File: src/hw/dcs_regs.svh
// Register indices, field positions, reset values and mode codes for the drive command block
`ifndef DCS_REGS_SVH
`define DCS_REGS_SVH
`define DCS_IDX_ALARM      16'h603F
`define DCS_IDX_CMD        16'h6040
`define DCS_IDX_STATE      16'h6041
`define DCS_CMD_RESET      16'h0000
`define DCS_ALARM_RESET    16'h0000
`define DCS_B_SWITCH_ON    0
`define DCS_B_EN_VOLT      1
`define DCS_B_QSTOP        2
`define DCS_B_EN_OP        3
`define DCS_B_NEW_SP       4
`define DCS_B_IMMED        5
`define DCS_B_REL          6
`define DCS_B_FAULT_RST    7
`define DCS_B_HALT         8
`define DCS_B_CHG_SP       9
`define DCS_S_WARN         7
`define DCS_S_VOLT         4
`define DCS_S_REMOTE       9
`define DCS_S_TGT          10
`define DCS_S_LIMIT        11
`define DCS_S_B12          12
`define DCS_S_B13          13
`define DCS_S_ABSV         14
`define DCS_MODE_PP        8'h01
`define DCS_MODE_PV        8'h03
`define DCS_MODE_PT        8'h04
`define DCS_MODE_HM        8'h06
`define DCS_MODE_CSP       8'h08
`define DCS_MODE_CSV       8'h09
`define DCS_MODE_CST       8'h0A
`endif

File: src/hw/dcs_pkg.sv
// Types for the two ends of the drive command link: drive states for the drive end, access states for the master end
package dcs_pkg;
   typedef enum logic [7:0] {
      DCS_NOT_READY = 8'h01,
      DCS_SW_DIS    = 8'h02,
      DCS_READY     = 8'h04,
      DCS_SW_ON     = 8'h08,
      DCS_OP_EN     = 8'h10,
      DCS_QSTOP     = 8'h20,
      DCS_FLT_REACT = 8'h40,
      DCS_FAULT     = 8'h80
   } dcs_state_t;
   typedef enum logic [2:0] {
      DCS_REG_IDLE  = 3'h1,
      DCS_REG_WRITE = 3'h2,
      DCS_REG_READ  = 3'h4
   } dcs_acc_t;
endpackage

File: src/hw/dcs_link_if.sv
// Process data link between the motion controller and the drive
`timescale 1ns/1ps
interface dcs_link_if;
   logic        wr_en;
   logic        rd_en;
   logic [15:0] index;
   logic [15:0] wdata;
   logic [15:0] rdata;
   logic        rvalid;
   logic        err;
   modport drive (input wr_en, input rd_en, input index, input wdata,
                  output rdata, output rvalid, output err);
   modport master (output wr_en, output rd_en, output index, output wdata,
                   input rdata, input rvalid, input err);
endinterface

File: src/hw/dcs_drive.sv
// Drive end: command word decode, drive state machine and status word assembly
`timescale 1ns/1ps
`include "dcs_regs.svh"
// Behaviour
// Read-only alarm code, resets zero, latest alarm
// Read/write 16-bit command word, resets zero
// Low nibble decodes shutdown, switch-on, disable, quickstop
// Pattern 1111 switches on and enables
// Fault reset only on bit 7 rise
// Cyclic modes: bit 8 halts motion
// PP: new point queued after current move
// PP: bit 5 set applies point immediately
// PP: bit 9 finishes current target first
// PP: bit 6 selects absolute or relative
// PP: bit 8 halts, clear runs
// PV/PT: bits reserved, bit 8 halts
// Homing: bit 4 starts or keeps homing
// Homing: bit 8 halts homing
// Read-only status word, reserved bits zero
// Status bit 9 flags remote control active
// Bit 11 limit active, bit 14 abs valid
// Status low bits encode drive state
// Bit 4 main power, bit 7 warning
// PP: bit 12 acknowledges set point
// Homing: bits 13,12,10 encode progress
// Edges found by comparing with previous word
// Status recomputed every drive cycle
module dcs_drive (
   input  wire logic         clk_sys,
   input  wire logic         nrst,
   dcs_link_if.drive         link,
   input  wire logic [7:0]   op_mode,
   input  wire logic         alarm_set,
   input  wire logic [15:0]  alarm_code,
   input  wire logic         warn_set,
   input  wire logic         fault_react_done,
   input  wire logic         main_power,
   input  wire logic         remote_en,
   input  wire logic         limit_active,
   input  wire logic         abs_valid,
   input  wire logic         move_done,
   input  wire logic         target_reached,
   input  wire logic         speed_zero,
   input  wire logic         homing_done,
   input  wire logic         homing_err,
   output logic              halt_q,
   output logic              sp_start_q,
   output logic              sp_immed_q,
   output logic              sp_finish_q,
   output logic              sp_relative_q,
   output logic              homing_run_q,
   output logic              power_stage_q,
   output logic              alarm_clear_q,
   output logic [15:0]       status_word_q
);
   logic [15:0]         cmd_q;
   logic [15:0]         cmd_prev_q;
   logic [15:0]         alarm_q;
   logic                warn_q;
   logic                sp_ack_q;
   dcs_pkg::dcs_state_t st_q;
   logic [15:0]         sw_d;
   logic [15:0]         rd_d;
   logic                known_d;
   logic                rise4;
   logic                rise7;
   logic                mode_pp;
   logic                mode_hm;
   logic                mode_cyc;
   logic                mode_pvt;

   assign mode_pp  = (op_mode == `DCS_MODE_PP);
   assign mode_hm  = (op_mode == `DCS_MODE_HM);
   assign mode_cyc = (op_mode == `DCS_MODE_CSP) || (op_mode == `DCS_MODE_CSV) ||
                     (op_mode == `DCS_MODE_CST);
   assign mode_pvt = (op_mode == `DCS_MODE_PV) || (op_mode == `DCS_MODE_PT);

   // edge detect against the previous word
   assign rise4 = cmd_q[`DCS_B_NEW_SP] & ~cmd_prev_q[`DCS_B_NEW_SP];
   assign rise7 = cmd_q[`DCS_B_FAULT_RST] & ~cmd_prev_q[`DCS_B_FAULT_RST];

   // command word storage, any value accepted
   always_ff @(posedge clk_sys or negedge nrst) begin
      if (!nrst) begin
         cmd_q      <= `DCS_CMD_RESET;
         cmd_prev_q <= `DCS_CMD_RESET;
      end else begin
         cmd_prev_q <= cmd_q;
         if (link.wr_en && link.index == `DCS_IDX_CMD) begin
            cmd_q <= link.wdata;
         end
      end
   end

   // latest alarm code; R5 warning cleared on bit 7 rise only, a new warning wins
   always_ff @(posedge clk_sys or negedge nrst) begin
      if (!nrst) begin
         alarm_q       <= `DCS_ALARM_RESET;
         warn_q        <= 1'b0;
         alarm_clear_q <= 1'b0;
      end else begin
         alarm_clear_q <= rise7;
         if (alarm_set) alarm_q <= alarm_code;
         if (warn_set) begin
            warn_q <= 1'b1;
         end else if (rise7) begin
            warn_q <= 1'b0;
         end
      end
   end

   // drive state machine; fault overrides any command except in the fault state, where a bit 7 rise still leaves
   always_ff @(posedge clk_sys or negedge nrst) begin
      if (!nrst) begin
         st_q <= dcs_pkg::DCS_NOT_READY;
      end else if (alarm_set && st_q != dcs_pkg::DCS_FAULT) begin
         st_q <= dcs_pkg::DCS_FLT_REACT;
      end else begin
         case (st_q)
            dcs_pkg::DCS_NOT_READY: st_q <= dcs_pkg::DCS_SW_DIS;
            dcs_pkg::DCS_SW_DIS: begin
               if (cmd_q[2:0] == 3'h6) st_q <= dcs_pkg::DCS_READY;
            end
            dcs_pkg::DCS_READY: begin
               if (!cmd_q[`DCS_B_EN_VOLT] || !cmd_q[`DCS_B_QSTOP])
                  st_q <= dcs_pkg::DCS_SW_DIS;
               else if (cmd_q[3:0] == 4'hF) st_q <= dcs_pkg::DCS_OP_EN;
               else if (cmd_q[3:0] == 4'h7) st_q <= dcs_pkg::DCS_SW_ON;
            end
            dcs_pkg::DCS_SW_ON: begin
               if (!cmd_q[`DCS_B_EN_VOLT] || !cmd_q[`DCS_B_QSTOP])
                  st_q <= dcs_pkg::DCS_SW_DIS;
               else if (cmd_q[2:0] == 3'h6) st_q <= dcs_pkg::DCS_READY;
               else if (cmd_q[3:0] == 4'hF) st_q <= dcs_pkg::DCS_OP_EN;
            end
            dcs_pkg::DCS_OP_EN: begin
               if (!cmd_q[`DCS_B_EN_VOLT]) st_q <= dcs_pkg::DCS_SW_DIS;
               else if (!cmd_q[`DCS_B_QSTOP]) st_q <= dcs_pkg::DCS_QSTOP;
               else if (cmd_q[2:0] == 3'h6) st_q <= dcs_pkg::DCS_READY;
               else if (cmd_q[3:0] == 4'h7) st_q <= dcs_pkg::DCS_SW_ON;
            end
            dcs_pkg::DCS_QSTOP: begin
               if (!cmd_q[`DCS_B_EN_VOLT] || speed_zero) st_q <= dcs_pkg::DCS_SW_DIS;
            end
            dcs_pkg::DCS_FLT_REACT: begin
               if (fault_react_done) st_q <= dcs_pkg::DCS_FAULT;
            end
            dcs_pkg::DCS_FAULT: begin
               // leave fault on the reset edge only
               if (rise7) st_q <= dcs_pkg::DCS_SW_DIS;
            end
            default: st_q <= dcs_pkg::DCS_NOT_READY;
         endcase
      end
   end

   // Mode actions; homing run and power stage are gated on operation enabled, the others act in any state
   always_ff @(posedge clk_sys or negedge nrst) begin
      if (!nrst) begin
         halt_q        <= 1'b0;
         sp_start_q    <= 1'b0;
         sp_immed_q    <= 1'b0;
         sp_finish_q   <= 1'b0;
         sp_relative_q <= 1'b0;
         homing_run_q  <= 1'b0;
         power_stage_q <= 1'b0;
      end else begin
         // halt in every motion mode
         halt_q        <= cmd_q[`DCS_B_HALT] & (mode_pp | mode_hm | mode_cyc | mode_pvt);
         power_stage_q <= (st_q == dcs_pkg::DCS_OP_EN);
         // absolute or relative target
         sp_relative_q <= mode_pp & cmd_q[`DCS_B_REL];
         // queued set point
         sp_start_q    <= mode_pp & rise4 & ~cmd_q[`DCS_B_IMMED] & ~cmd_q[`DCS_B_CHG_SP];
         // immediate change, bit 9 ignored
         sp_immed_q    <= mode_pp & rise4 & cmd_q[`DCS_B_IMMED];
         // finish current target first
         sp_finish_q   <= mode_pp & rise4 & ~cmd_q[`DCS_B_IMMED] & cmd_q[`DCS_B_CHG_SP];
         // homing runs while bit 4 held and not halted
         homing_run_q  <= mode_hm & cmd_q[`DCS_B_NEW_SP] & ~cmd_q[`DCS_B_HALT] &
                          (st_q == dcs_pkg::DCS_OP_EN);
      end
   end

   // set-point acknowledge: set on take-up, cleared when move completes
   always_ff @(posedge clk_sys or negedge nrst) begin
      if (!nrst) begin
         sp_ack_q <= 1'b0;
      end else begin
         if (mode_pp && rise4) sp_ack_q <= 1'b1;
         else if (!cmd_q[`DCS_B_NEW_SP] || move_done) sp_ack_q <= 1'b0;
      end
   end

   // status assembled from present conditions each cycle
   always_comb begin
      sw_d = 16'h0000;
      // drive state flags
      case (st_q)
         dcs_pkg::DCS_NOT_READY: sw_d[6:0] = 7'h00;
         dcs_pkg::DCS_SW_DIS:    sw_d[6:0] = 7'h40;
         dcs_pkg::DCS_READY:     sw_d[6:0] = 7'h21;
         dcs_pkg::DCS_SW_ON:     sw_d[6:0] = 7'h23;
         dcs_pkg::DCS_OP_EN:     sw_d[6:0] = 7'h27;
         dcs_pkg::DCS_QSTOP:     sw_d[6:0] = 7'h07;
         dcs_pkg::DCS_FLT_REACT: sw_d[6:0] = 7'h0F;
         dcs_pkg::DCS_FAULT:     sw_d[6:0] = 7'h08;
         default:                sw_d[6:0] = 7'h00;
      endcase
      // power and warning
      sw_d[`DCS_S_VOLT]   = main_power;
      sw_d[`DCS_S_WARN]   = warn_q;
      // remote
      sw_d[`DCS_S_REMOTE] = remote_en;
      // limit and absolute valid
      sw_d[`DCS_S_LIMIT]  = limit_active;
      sw_d[`DCS_S_ABSV]   = abs_valid;
      if (mode_hm) begin
         // homing progress code
         sw_d[`DCS_S_B13] = homing_err;
         sw_d[`DCS_S_B12] = ~homing_err & homing_done;
         sw_d[`DCS_S_TGT] = homing_err ? speed_zero :
                            (homing_done ? target_reached : ~homing_run_q);
      end else if (mode_pp) begin
         sw_d[`DCS_S_B12] = sp_ack_q;
         sw_d[`DCS_S_TGT] = cmd_q[`DCS_B_HALT] ? speed_zero : target_reached;
      end else if (mode_pvt) begin
         sw_d[`DCS_S_B12] = speed_zero & (op_mode == `DCS_MODE_PV);
         sw_d[`DCS_S_TGT] = cmd_q[`DCS_B_HALT] ? speed_zero : target_reached;
      end else if (mode_cyc) begin
         sw_d[`DCS_S_TGT] = target_reached;
      end
   end

   // R15 register read mux; unknown index answers error
   always_comb begin
      known_d = 1'b1;
      case (link.index)
         `DCS_IDX_ALARM: rd_d = alarm_q;
         `DCS_IDX_CMD:   rd_d = cmd_q;
         `DCS_IDX_STATE: rd_d = status_word_q;
         default: begin
            rd_d    = 16'h0000;
            known_d = 1'b0;
         end
      endcase
   end

   // Answer one cycle after each access; writes to read-only words are refused
   always_ff @(posedge clk_sys or negedge nrst) begin
      if (!nrst) begin
         status_word_q <= 16'h0000;
         link.rdata    <= 16'h0000;
         link.rvalid   <= 1'b0;
         link.err      <= 1'b0;
      end else begin
         status_word_q <= sw_d;
         link.rvalid   <= link.wr_en | link.rd_en;
         link.rdata    <= link.rd_en ? rd_d : 16'h0000;
         link.err      <= (link.wr_en | link.rd_en) &
                          (~known_d | (link.wr_en & link.index != `DCS_IDX_CMD));
      end
   end
endmodule // dcs_drive

File: src/flat_wrapper.sv
// flat-port wrapper written by rule: the top's interface ports become plain ports
module dcs_drive_flat 
  (clk_sys, nrst, op_mode, alarm_set, alarm_code, warn_set, fault_react_done, main_power, remote_en, limit_active, abs_valid, move_done, target_reached, speed_zero, homing_done, homing_err, halt_q, sp_start_q, sp_immed_q, sp_finish_q, sp_relative_q, homing_run_q, power_stage_q, alarm_clear_q, status_word_q, link_wr_en, link_rd_en, link_index, link_wdata, link_rdata, link_rvalid, link_err);
  dcs_link_if link_i ();
  input  wire logic clk_sys;
  input  wire logic nrst;
  input  wire logic [7:0] op_mode;
  input  wire logic alarm_set;
  input  wire logic [15:0] alarm_code;
  input  wire logic warn_set;
  input  wire logic fault_react_done;
  input  wire logic main_power;
  input  wire logic remote_en;
  input  wire logic limit_active;
  input  wire logic abs_valid;
  input  wire logic move_done;
  input  wire logic target_reached;
  input  wire logic speed_zero;
  input  wire logic homing_done;
  input  wire logic homing_err;
  output logic halt_q;
  output logic sp_start_q;
  output logic sp_immed_q;
  output logic sp_finish_q;
  output logic sp_relative_q;
  output logic homing_run_q;
  output logic power_stage_q;
  output logic alarm_clear_q;
  output logic [15:0] status_word_q;
  input wire logic [$bits(link_i.wr_en)-1:0] link_wr_en;
  input wire logic [$bits(link_i.rd_en)-1:0] link_rd_en;
  input wire logic [$bits(link_i.index)-1:0] link_index;
  input wire logic [$bits(link_i.wdata)-1:0] link_wdata;
  output wire logic [$bits(link_i.rdata)-1:0] link_rdata;
  output wire logic [$bits(link_i.rvalid)-1:0] link_rvalid;
  output wire logic [$bits(link_i.err)-1:0] link_err;
  assign link_i.wr_en = link_wr_en;
  assign link_i.rd_en = link_rd_en;
  assign link_i.index = link_index;
  assign link_i.wdata = link_wdata;
  assign link_rdata = link_i.rdata;
  assign link_rvalid = link_i.rvalid;
  assign link_err = link_i.err;
  dcs_drive u_core (.clk_sys(clk_sys), .nrst(nrst), .link(link_i), .op_mode(op_mode), .alarm_set(alarm_set), .alarm_code(alarm_code), .warn_set(warn_set), .fault_react_done(fault_react_done), .main_power(main_power), .remote_en(remote_en), .limit_active(limit_active), .abs_valid(abs_valid), .move_done(move_done), .target_reached(target_reached), .speed_zero(speed_zero), .homing_done(homing_done), .homing_err(homing_err), .halt_q(halt_q), .sp_start_q(sp_start_q), .sp_immed_q(sp_immed_q), .sp_finish_q(sp_finish_q), .sp_relative_q(sp_relative_q), .homing_run_q(homing_run_q), .power_stage_q(power_stage_q), .alarm_clear_q(alarm_clear_q), .status_word_q(status_word_q));
endmodule
File: config.mk
export PLATFORM = sky130hd
export DESIGN_NAME = dcs_drive_flat
export DESIGN_NICKNAME = d
export VERILOG_FILES = /design/src/hw/dcs_pkg.sv /design/src/hw/dcs_link_if.sv /design/src/hw/dcs_drive.sv /design/src/flat_wrapper.sv
export VERILOG_INCLUDE_DIRS = /design/src /design/src/hw
export SDC_FILE = /design/constraint.sdc
export NUM_CORES = 1
export LEC_CHECK = 0
export BUFFER_PORTS_ARGS = -buffer_cell sky130_fd_sc_hd__buf_2
export CAP_MARGIN = 5
export CORE_UTILIZATION = 45
export CTS_CLUSTER_DIAMETER = 50
export DETAILED_ROUTE_END_ITERATION = 7
export MAX_ROUTING_LAYER = met4
export PLACE_DENSITY = 0.84
export SLEW_MARGIN = 20
export SYNTH_ARGS = -nofsm -noshare
export SYNTH_HDL_FRONTEND = slang
export SYNTH_SLANG_ARGS = --single-unit
File: constraint.sdc
create_clock -name clk_sys -period 4.5 [get_ports clk_sys]
set_input_delay 1.35 -clock clk_sys [delete_from_list [all_inputs] [get_ports clk_sys]]
set_output_delay 1.35 -clock clk_sys [all_outputs]
set_load 0.02 [all_outputs]
==> results of run 1 <==
==> cells in the mapped netlist, drive strengths merged <==
cell,count
a211oi,2
a21boi,1
a21oi,9
a222oi,14
a22oi,3
a31o,1
a31oi,1
a32oi,2
a41oi,1
and2,3
and2b,1
and3,1
and4,1
and4b,3
buf,5
clkbuf,9
conb,1
dfrtp,83
dfstp,1
inv,9
mux2,32
mux2i,1
nand2,13
nand2b,4
nand3,4
nand3b,5
nand4,1
nand4b,2
nor2,28
nor2b,9
nor3,5
nor3b,4
nor4,9
nor4bb,2
o2111ai,2
o21a,1
o21ai,9
o21bai,1
o22ai,3
o31ai,1
or2,1
or3b,1
or4,2
xnor2,1
xor2,3
==> worst max-delay path, stage by stage <==
cell and delay (ns):
buf_2 0.10, nor4bb_1 0.40, nand4b_1 0.20, nor3b_2 0.18, buf_4 0.26, nand2_2 0.31, mux2_2 0.37
==> where the power goes <==
group | total [mW] | switching (mW) | internal, mW
logic | 0.283 | 0.167 | 0.116
registers | 0.862 | 0.0553 | 0.806
clock network | 0.499 | 0.251 | 0.248
total | 1.64 | 0.473 | 1.17
==> cell families (layout without fill, tap and decap cells) <==
family / count (synthesis) / after routing / synth area share [%]
and+or+nand+nor: 99 / 99 / 16.0
DFF: 84 / 84 / 59.1
AOI/OAI and AO/OA: 51 / 51 / 10.7
muxes: 33 / 33 / 10.4
buffers and inverters: 23 / 137 / 2.67
xor gates and xnor gates: 4 / 4 / 0.984
other: 1 / 2 / 0.105
==> area by class of cell <==
class                           count  share of cell area (%)
Inverter                            9                   0.766
Multi-Input combinational cell    189                    31.4
Timing Repair Buffer              114                    13.2
Tap cell                          102                    2.89
Clock inverter                      5                    1.25
Sequential cell                    84                    47.7
Clock buffer                        9                    2.81
==> registers in the layout, summed over array words and instances (netlist names) <==
name,cells
u_core.alarm_q,16
u_core.cmd_q,16
u_core.link.rdata,16
u_core.status_word_q,14
u_core.st_q,8
u_core.cmd_prev_q,2
u_core.alarm_clear_q,1
u_core.halt_q,1
u_core.homing_run_q,1
u_core.link.err,1
u_core.link.rvalid,1
u_core.power_stage_q,1
u_core.sp_ack_q,1
u_core.sp_finish_q,1
u_core.sp_immed_q,1
u_core.sp_relative_q,1
u_core.sp_start_q,1
u_core.warn_q,1
==> metal layers <==
layer	GRT usage, %	vias up	part of all wire (%)
met1	28.2	1374	41
met3	6.53	9	7.7
met5	-	-	0
met4	6.75	0	1.4
met2	37.2	137	50
li1	-	1310	-
==> stage by stage <==
step | hold slack [ns] | total power [mW] | cell area (um2) | cells | utilization (%)
after floorplan | 0.354 | 1.04 | 3560 | 296 | -
after global placement | 0.362 | 1.15 | 4230 | 498 | 55.0
after detailed placement | 0.369 | 1.16 | 4230 | 498 | 55.0
after CTS | 0.387 | 1.66 | 4410 | 512 | 57.4
after global routing | 0.391 | 1.73 | 4410 | 512 | 57.4
final | 0.385 | 1.64 | 4410 | 512 | 57.4
==> worst max path at each step <==
stage                                  end  cells after the start           start
after floorplan           u_core.cmd_q[10]                      6  link_index[12]
after global placement     u_core.cmd_q[4]                      7  link_index[12]
after detailed placement  u_core.cmd_q[13]                      7  link_index[12]
after CTS                 u_core.cmd_q[13]                      7  link_index[12]
after global routing      u_core.cmd_q[15]                      7  link_index[12]
final                     u_core.cmd_q[13]                      7  link_index[12]
==> impl_metrics.ini, run 1 <==
[timing]
rsz0062_at_grt = false
hold_viol = 0
finalCritPeriodShare_pct = 65.2
tightest_slew_ns = 1.06
max_freq_mhz = 341
setup_violations = 0
clock_skew_ns = 0.0110
setup_ws_ns = 1.57
slew_headroom_pct = 29.2
fin_crit_ns = 2.93
setup_tns_ns = 0
slew_viol_final = 0

[setup_path]
r2r-start = u_core.st_q[7]
reg2reg_slack_ns = 2.24
crit_fanout = 19
crit_required_ns = 4.74
critPathCaptureType = flip-flop
path_class = input port to flip-flop
ff2ff_path_depth = 5
reg2reg_to = u_core.st_q[7]
cp_data_arrival_time_ns = 3.17
cp-start-kind = input port

[yosys]
ys_ff_latch = 84
synth_top_area_share_pct = 58.3
synth.yosys.warnings = 0
yosysTopAreaCell = dfrtp_1
synthCells = 295
synth-seq-area-share_pct = 59.1
synthTopCellsByArea = dfrtp_1 58%, mux2_2 10%, a222oi_1 3.9%
synth_area_um2 = 3560
netlist-cell-type-count = 51
syn_area_per_cell_um2 = 12.1

[clock_tree]
cts.sinks = 84
cts_tree = yes
clkSlewWorstSetupHoldPaths_ns = 0.07
cts.root.buffer_cell = clkbuf_8
clk_latency_ns = 0.36
h-tree-depth = 3
cts_made_buffers = 9
ctsHoldBuffers = 0
cts_resized = 0
clk_path_buf_depth = 2
cts_setup_buffers = 0

[floorplanning]
start_util_pct = 46.3
die_height_um = 90.9
coreArea_um2 = 7690
io_pins = 114
fp.dieW_um = 90.9
floorplan.rows = 32
dieArea_um2 = 8270

[drt]
wire_per_inst_um = 16.7
drc_errors = 0
drt_iter0_drc = 194
dr.pass1.iters = 6
ant_nets = 0
vias_per_cell = 5.53
routed_wl_um = 8570
via_count = 2830

[final_layout]
seq_area_um2 = 2100
drive_above_1_share_pct = 42.0
diodes = 0
fillers = 668
multi_input_area_um2 = 1390
final_nets = 479
layout_commonest_cell = buf_2
area_growth_pct = 24.0
mostFrequentLayoutCells = 110 x buf_2, 83 x dfrtp_1, 32 x mux2_2

[global_routing]
grt_pass1_vias = 2826
antenna_found_initial = 0
grt_max_degree = 85
gr-usage-all-layers_pct = 23.0
gr-total-overflow = 0
grt_first_pass_wirelength_um = 14000

[status]
status = finished clean

[flow_run]
max_cap_viol_count = 0

[placed_design]
hpwl_um = 6310
io_buffers = 111
place.gp.congestion = 0.913
dp_worst_setup_slack_ns = 1.18

[min_path]
min_path_type = flip-flop to flip-flop
hold_start = u_core.warn_q
worstHoldPathCells = 0
hold_end = u_core.status_word_q[7]

[power]
power.density_nw_per_um2 = 372
p_leak_nw = 2.18
ir_drop_uv = 203
(Power assumes the default switching activity.)
==> run 2, diff against run 1 <==
==> constraint.sdc (replaced) <==
create_clock -name clk_sys -period 2.9 [get_ports clk_sys]
set_input_delay 0.87 -clock clk_sys [delete_from_list [all_inputs] [get_ports clk_sys]]
set_output_delay 0.87 -clock clk_sys [all_outputs]
set_load 0.02 [all_outputs]
==> run 2 against run 1 <==
Critical path depth did not move. Total power rose by 67%. Final cell count rose by 0.98%. Sequential share of layout area fell by 0.91 points. Critical path type unchanged. Highest routed layer unchanged.
==> impl_metrics.ini, run 2 (same netlist as run 1, synthesis figures left out) <==
[drt]
drc_errors = 0
vias_per_cell = 5.68
ant_nets = 0
drt_iter0_drc = 205
dr.pass1.iters = 7
routed_wl_um = 8760
wire_per_inst_um = 16.9
via_count = 2937

[timing]
rsz0062_at_grt = false
setup_violations = 0
max_freq_mhz = 407
setup_ws_ns = 0.441
setup_tns_ns = 0
tightest_slew_ns = 1.10
slew_headroom_pct = 26.1
clock_skew_ns = 0.00544
slew_viol_final = 0
finalCritPeriodShare_pct = 84.8
fin_crit_ns = 2.46
hold_viol = 0

[setup_path]
cp_data_arrival_time_ns = 2.65
critPathCaptureType = flip-flop
path_cells = buf_2, nor4bb_1, nand4b_1, nor3b_2, buf_4, o31ai_2, nor2_1
cp-start-kind = input port
crit_fanout = 18
path_class = input port to flip-flop
reg2reg_slack_ns = 0.63
crit_required_ns = 3.09
slowest_delay_ns = 0.95
slowest_stage = o31ai_2

[clock_tree]
ctsHoldBuffers = 0
cts.sinks = 84
cts_made_buffers = 9
clk_path_buf_depth = 2
cts_setup_buffers = 0
cts_tree = yes
clkSlewWorstSetupHoldPaths_ns = 0.09
h-tree-depth = 3
clk_latency_ns = 0.35
cts.root.buffer_cell = clkbuf_8
cts_resized = 0

[power]
power.density_nw_per_um2 = 610
seqPwrFrac_pct = 48.8
comb_power_share_pct = 16.3
power_mw = 2.74
p_leak_nw = 2.23
clkPwrFrac_pct = 34.9
intPower_mw = 1.97
ir_drop_uv = 264
p_sw_uw = 775
p_sw_share_pct = 28.2

[global_routing]
gr-usage-all-layers_pct = 23.0
grt_pass1_vias = 2796
antenna_found_initial = 0
gr-total-overflow = 0
grt_first_pass_wirelength_um = 14200
grt_max_degree = 41

[placed_design]
hpwl_um = 6580
dp_worst_setup_slack_ns = 0.0872
place.gp.congestion = 0.994
io_buffers = 111

[status]
status = finished clean

[final_layout]
final_nets = 482
largestRegisters = u_core.alarm_q x16, u_core.cmd_q x16, u_core.link.rdata x16
drive_above_1_share_pct = 42.7
area_growth_pct = 26.4
layout_commonest_cell = buf_2
mostFrequentLayoutCells = 110 x buf_2, 83 x dfrtp_1, 32 x mux2_2
fin_util_pct = 58.5
diodes = 0

[floorplanning]
start_util_pct = 46.3
fp.dieW_um = 90.9
floorplan.rows = 32
die_height_um = 90.9
coreArea_um2 = 7690
dieArea_um2 = 8270
io_pins = 114

[flow_run]
max_cap_viol_count = 0

[min_path]
min_path_type = flip-flop to flip-flop
==> run 2: layout make-up <==
type                    instances  area (um2)
clock buffers                  11         151
clock inverters                 5        82.6
fillers                       664        3190
inverters                       9        33.8
multi-input cells             189        1390
flip-flops and latches         84        2100
well taps                     102         128
repair buffers                117         616
==> run 2: worst paths after layout <==
check / end / cells after the start / start
worst max-delay path: u_core.link.rdata[2] / 7 / link_index[14]
worst min register to register: u_core.status_word_q[7] / 0 / u_core.warn_q
max in group asynchronous: u_core.sp_relative_q / 2 / nrst
min in group asynchronous: u_core.alarm_q[0] / 1 / nrst
worst max register to register: u_core.st_q[7] / 5 / u_core.st_q[7]
worst min-delay path: u_core.status_word_q[7] / 0 / u_core.warn_q
==> run 2: power by group through the flow <==
stage	registers, mW	logic (mW)	clock network, mW
detailed placement	1.36	0.446	0
global route	1.35	0.499	1.02
floorplan	1.36	0.256	0
finish	1.34	0.447	0.958
global placement	1.35	0.429	0
CTS	1.33	0.448	0.966
==> run 2: critical path, delay by kind of cell <==
family,cells,cell delay (ns)
buffers and inverters,2,0.31
AOI/OAI and AO/OA,1,0.95
and+or+nand+nor,4,0.50
==> run 2: stage by stage <==
| step | std cells | hold WS [ns] | area, um2 |
|---|---|---|---|
| after floorplan | 296 | 0.354 | 3560 |
| after global placement | 501 | 0.362 | 4270 |
| after detailed placement | 501 | 0.367 | 4270 |
| after CTS | 517 | 0.387 | 4500 |
| after global routing | 517 | 0.411 | 4500 |
| final | 517 | 0.386 | 4500 |
==> run 2: per-layer routing <==
metal  track usage, %  part of all wire [%]  wire, um
met4             7.94                   1.7       147
met5                -                     0         0
met3             4.52                   7.0       615
met2             36.8                    50      4360
met1             29.5                    41      3630
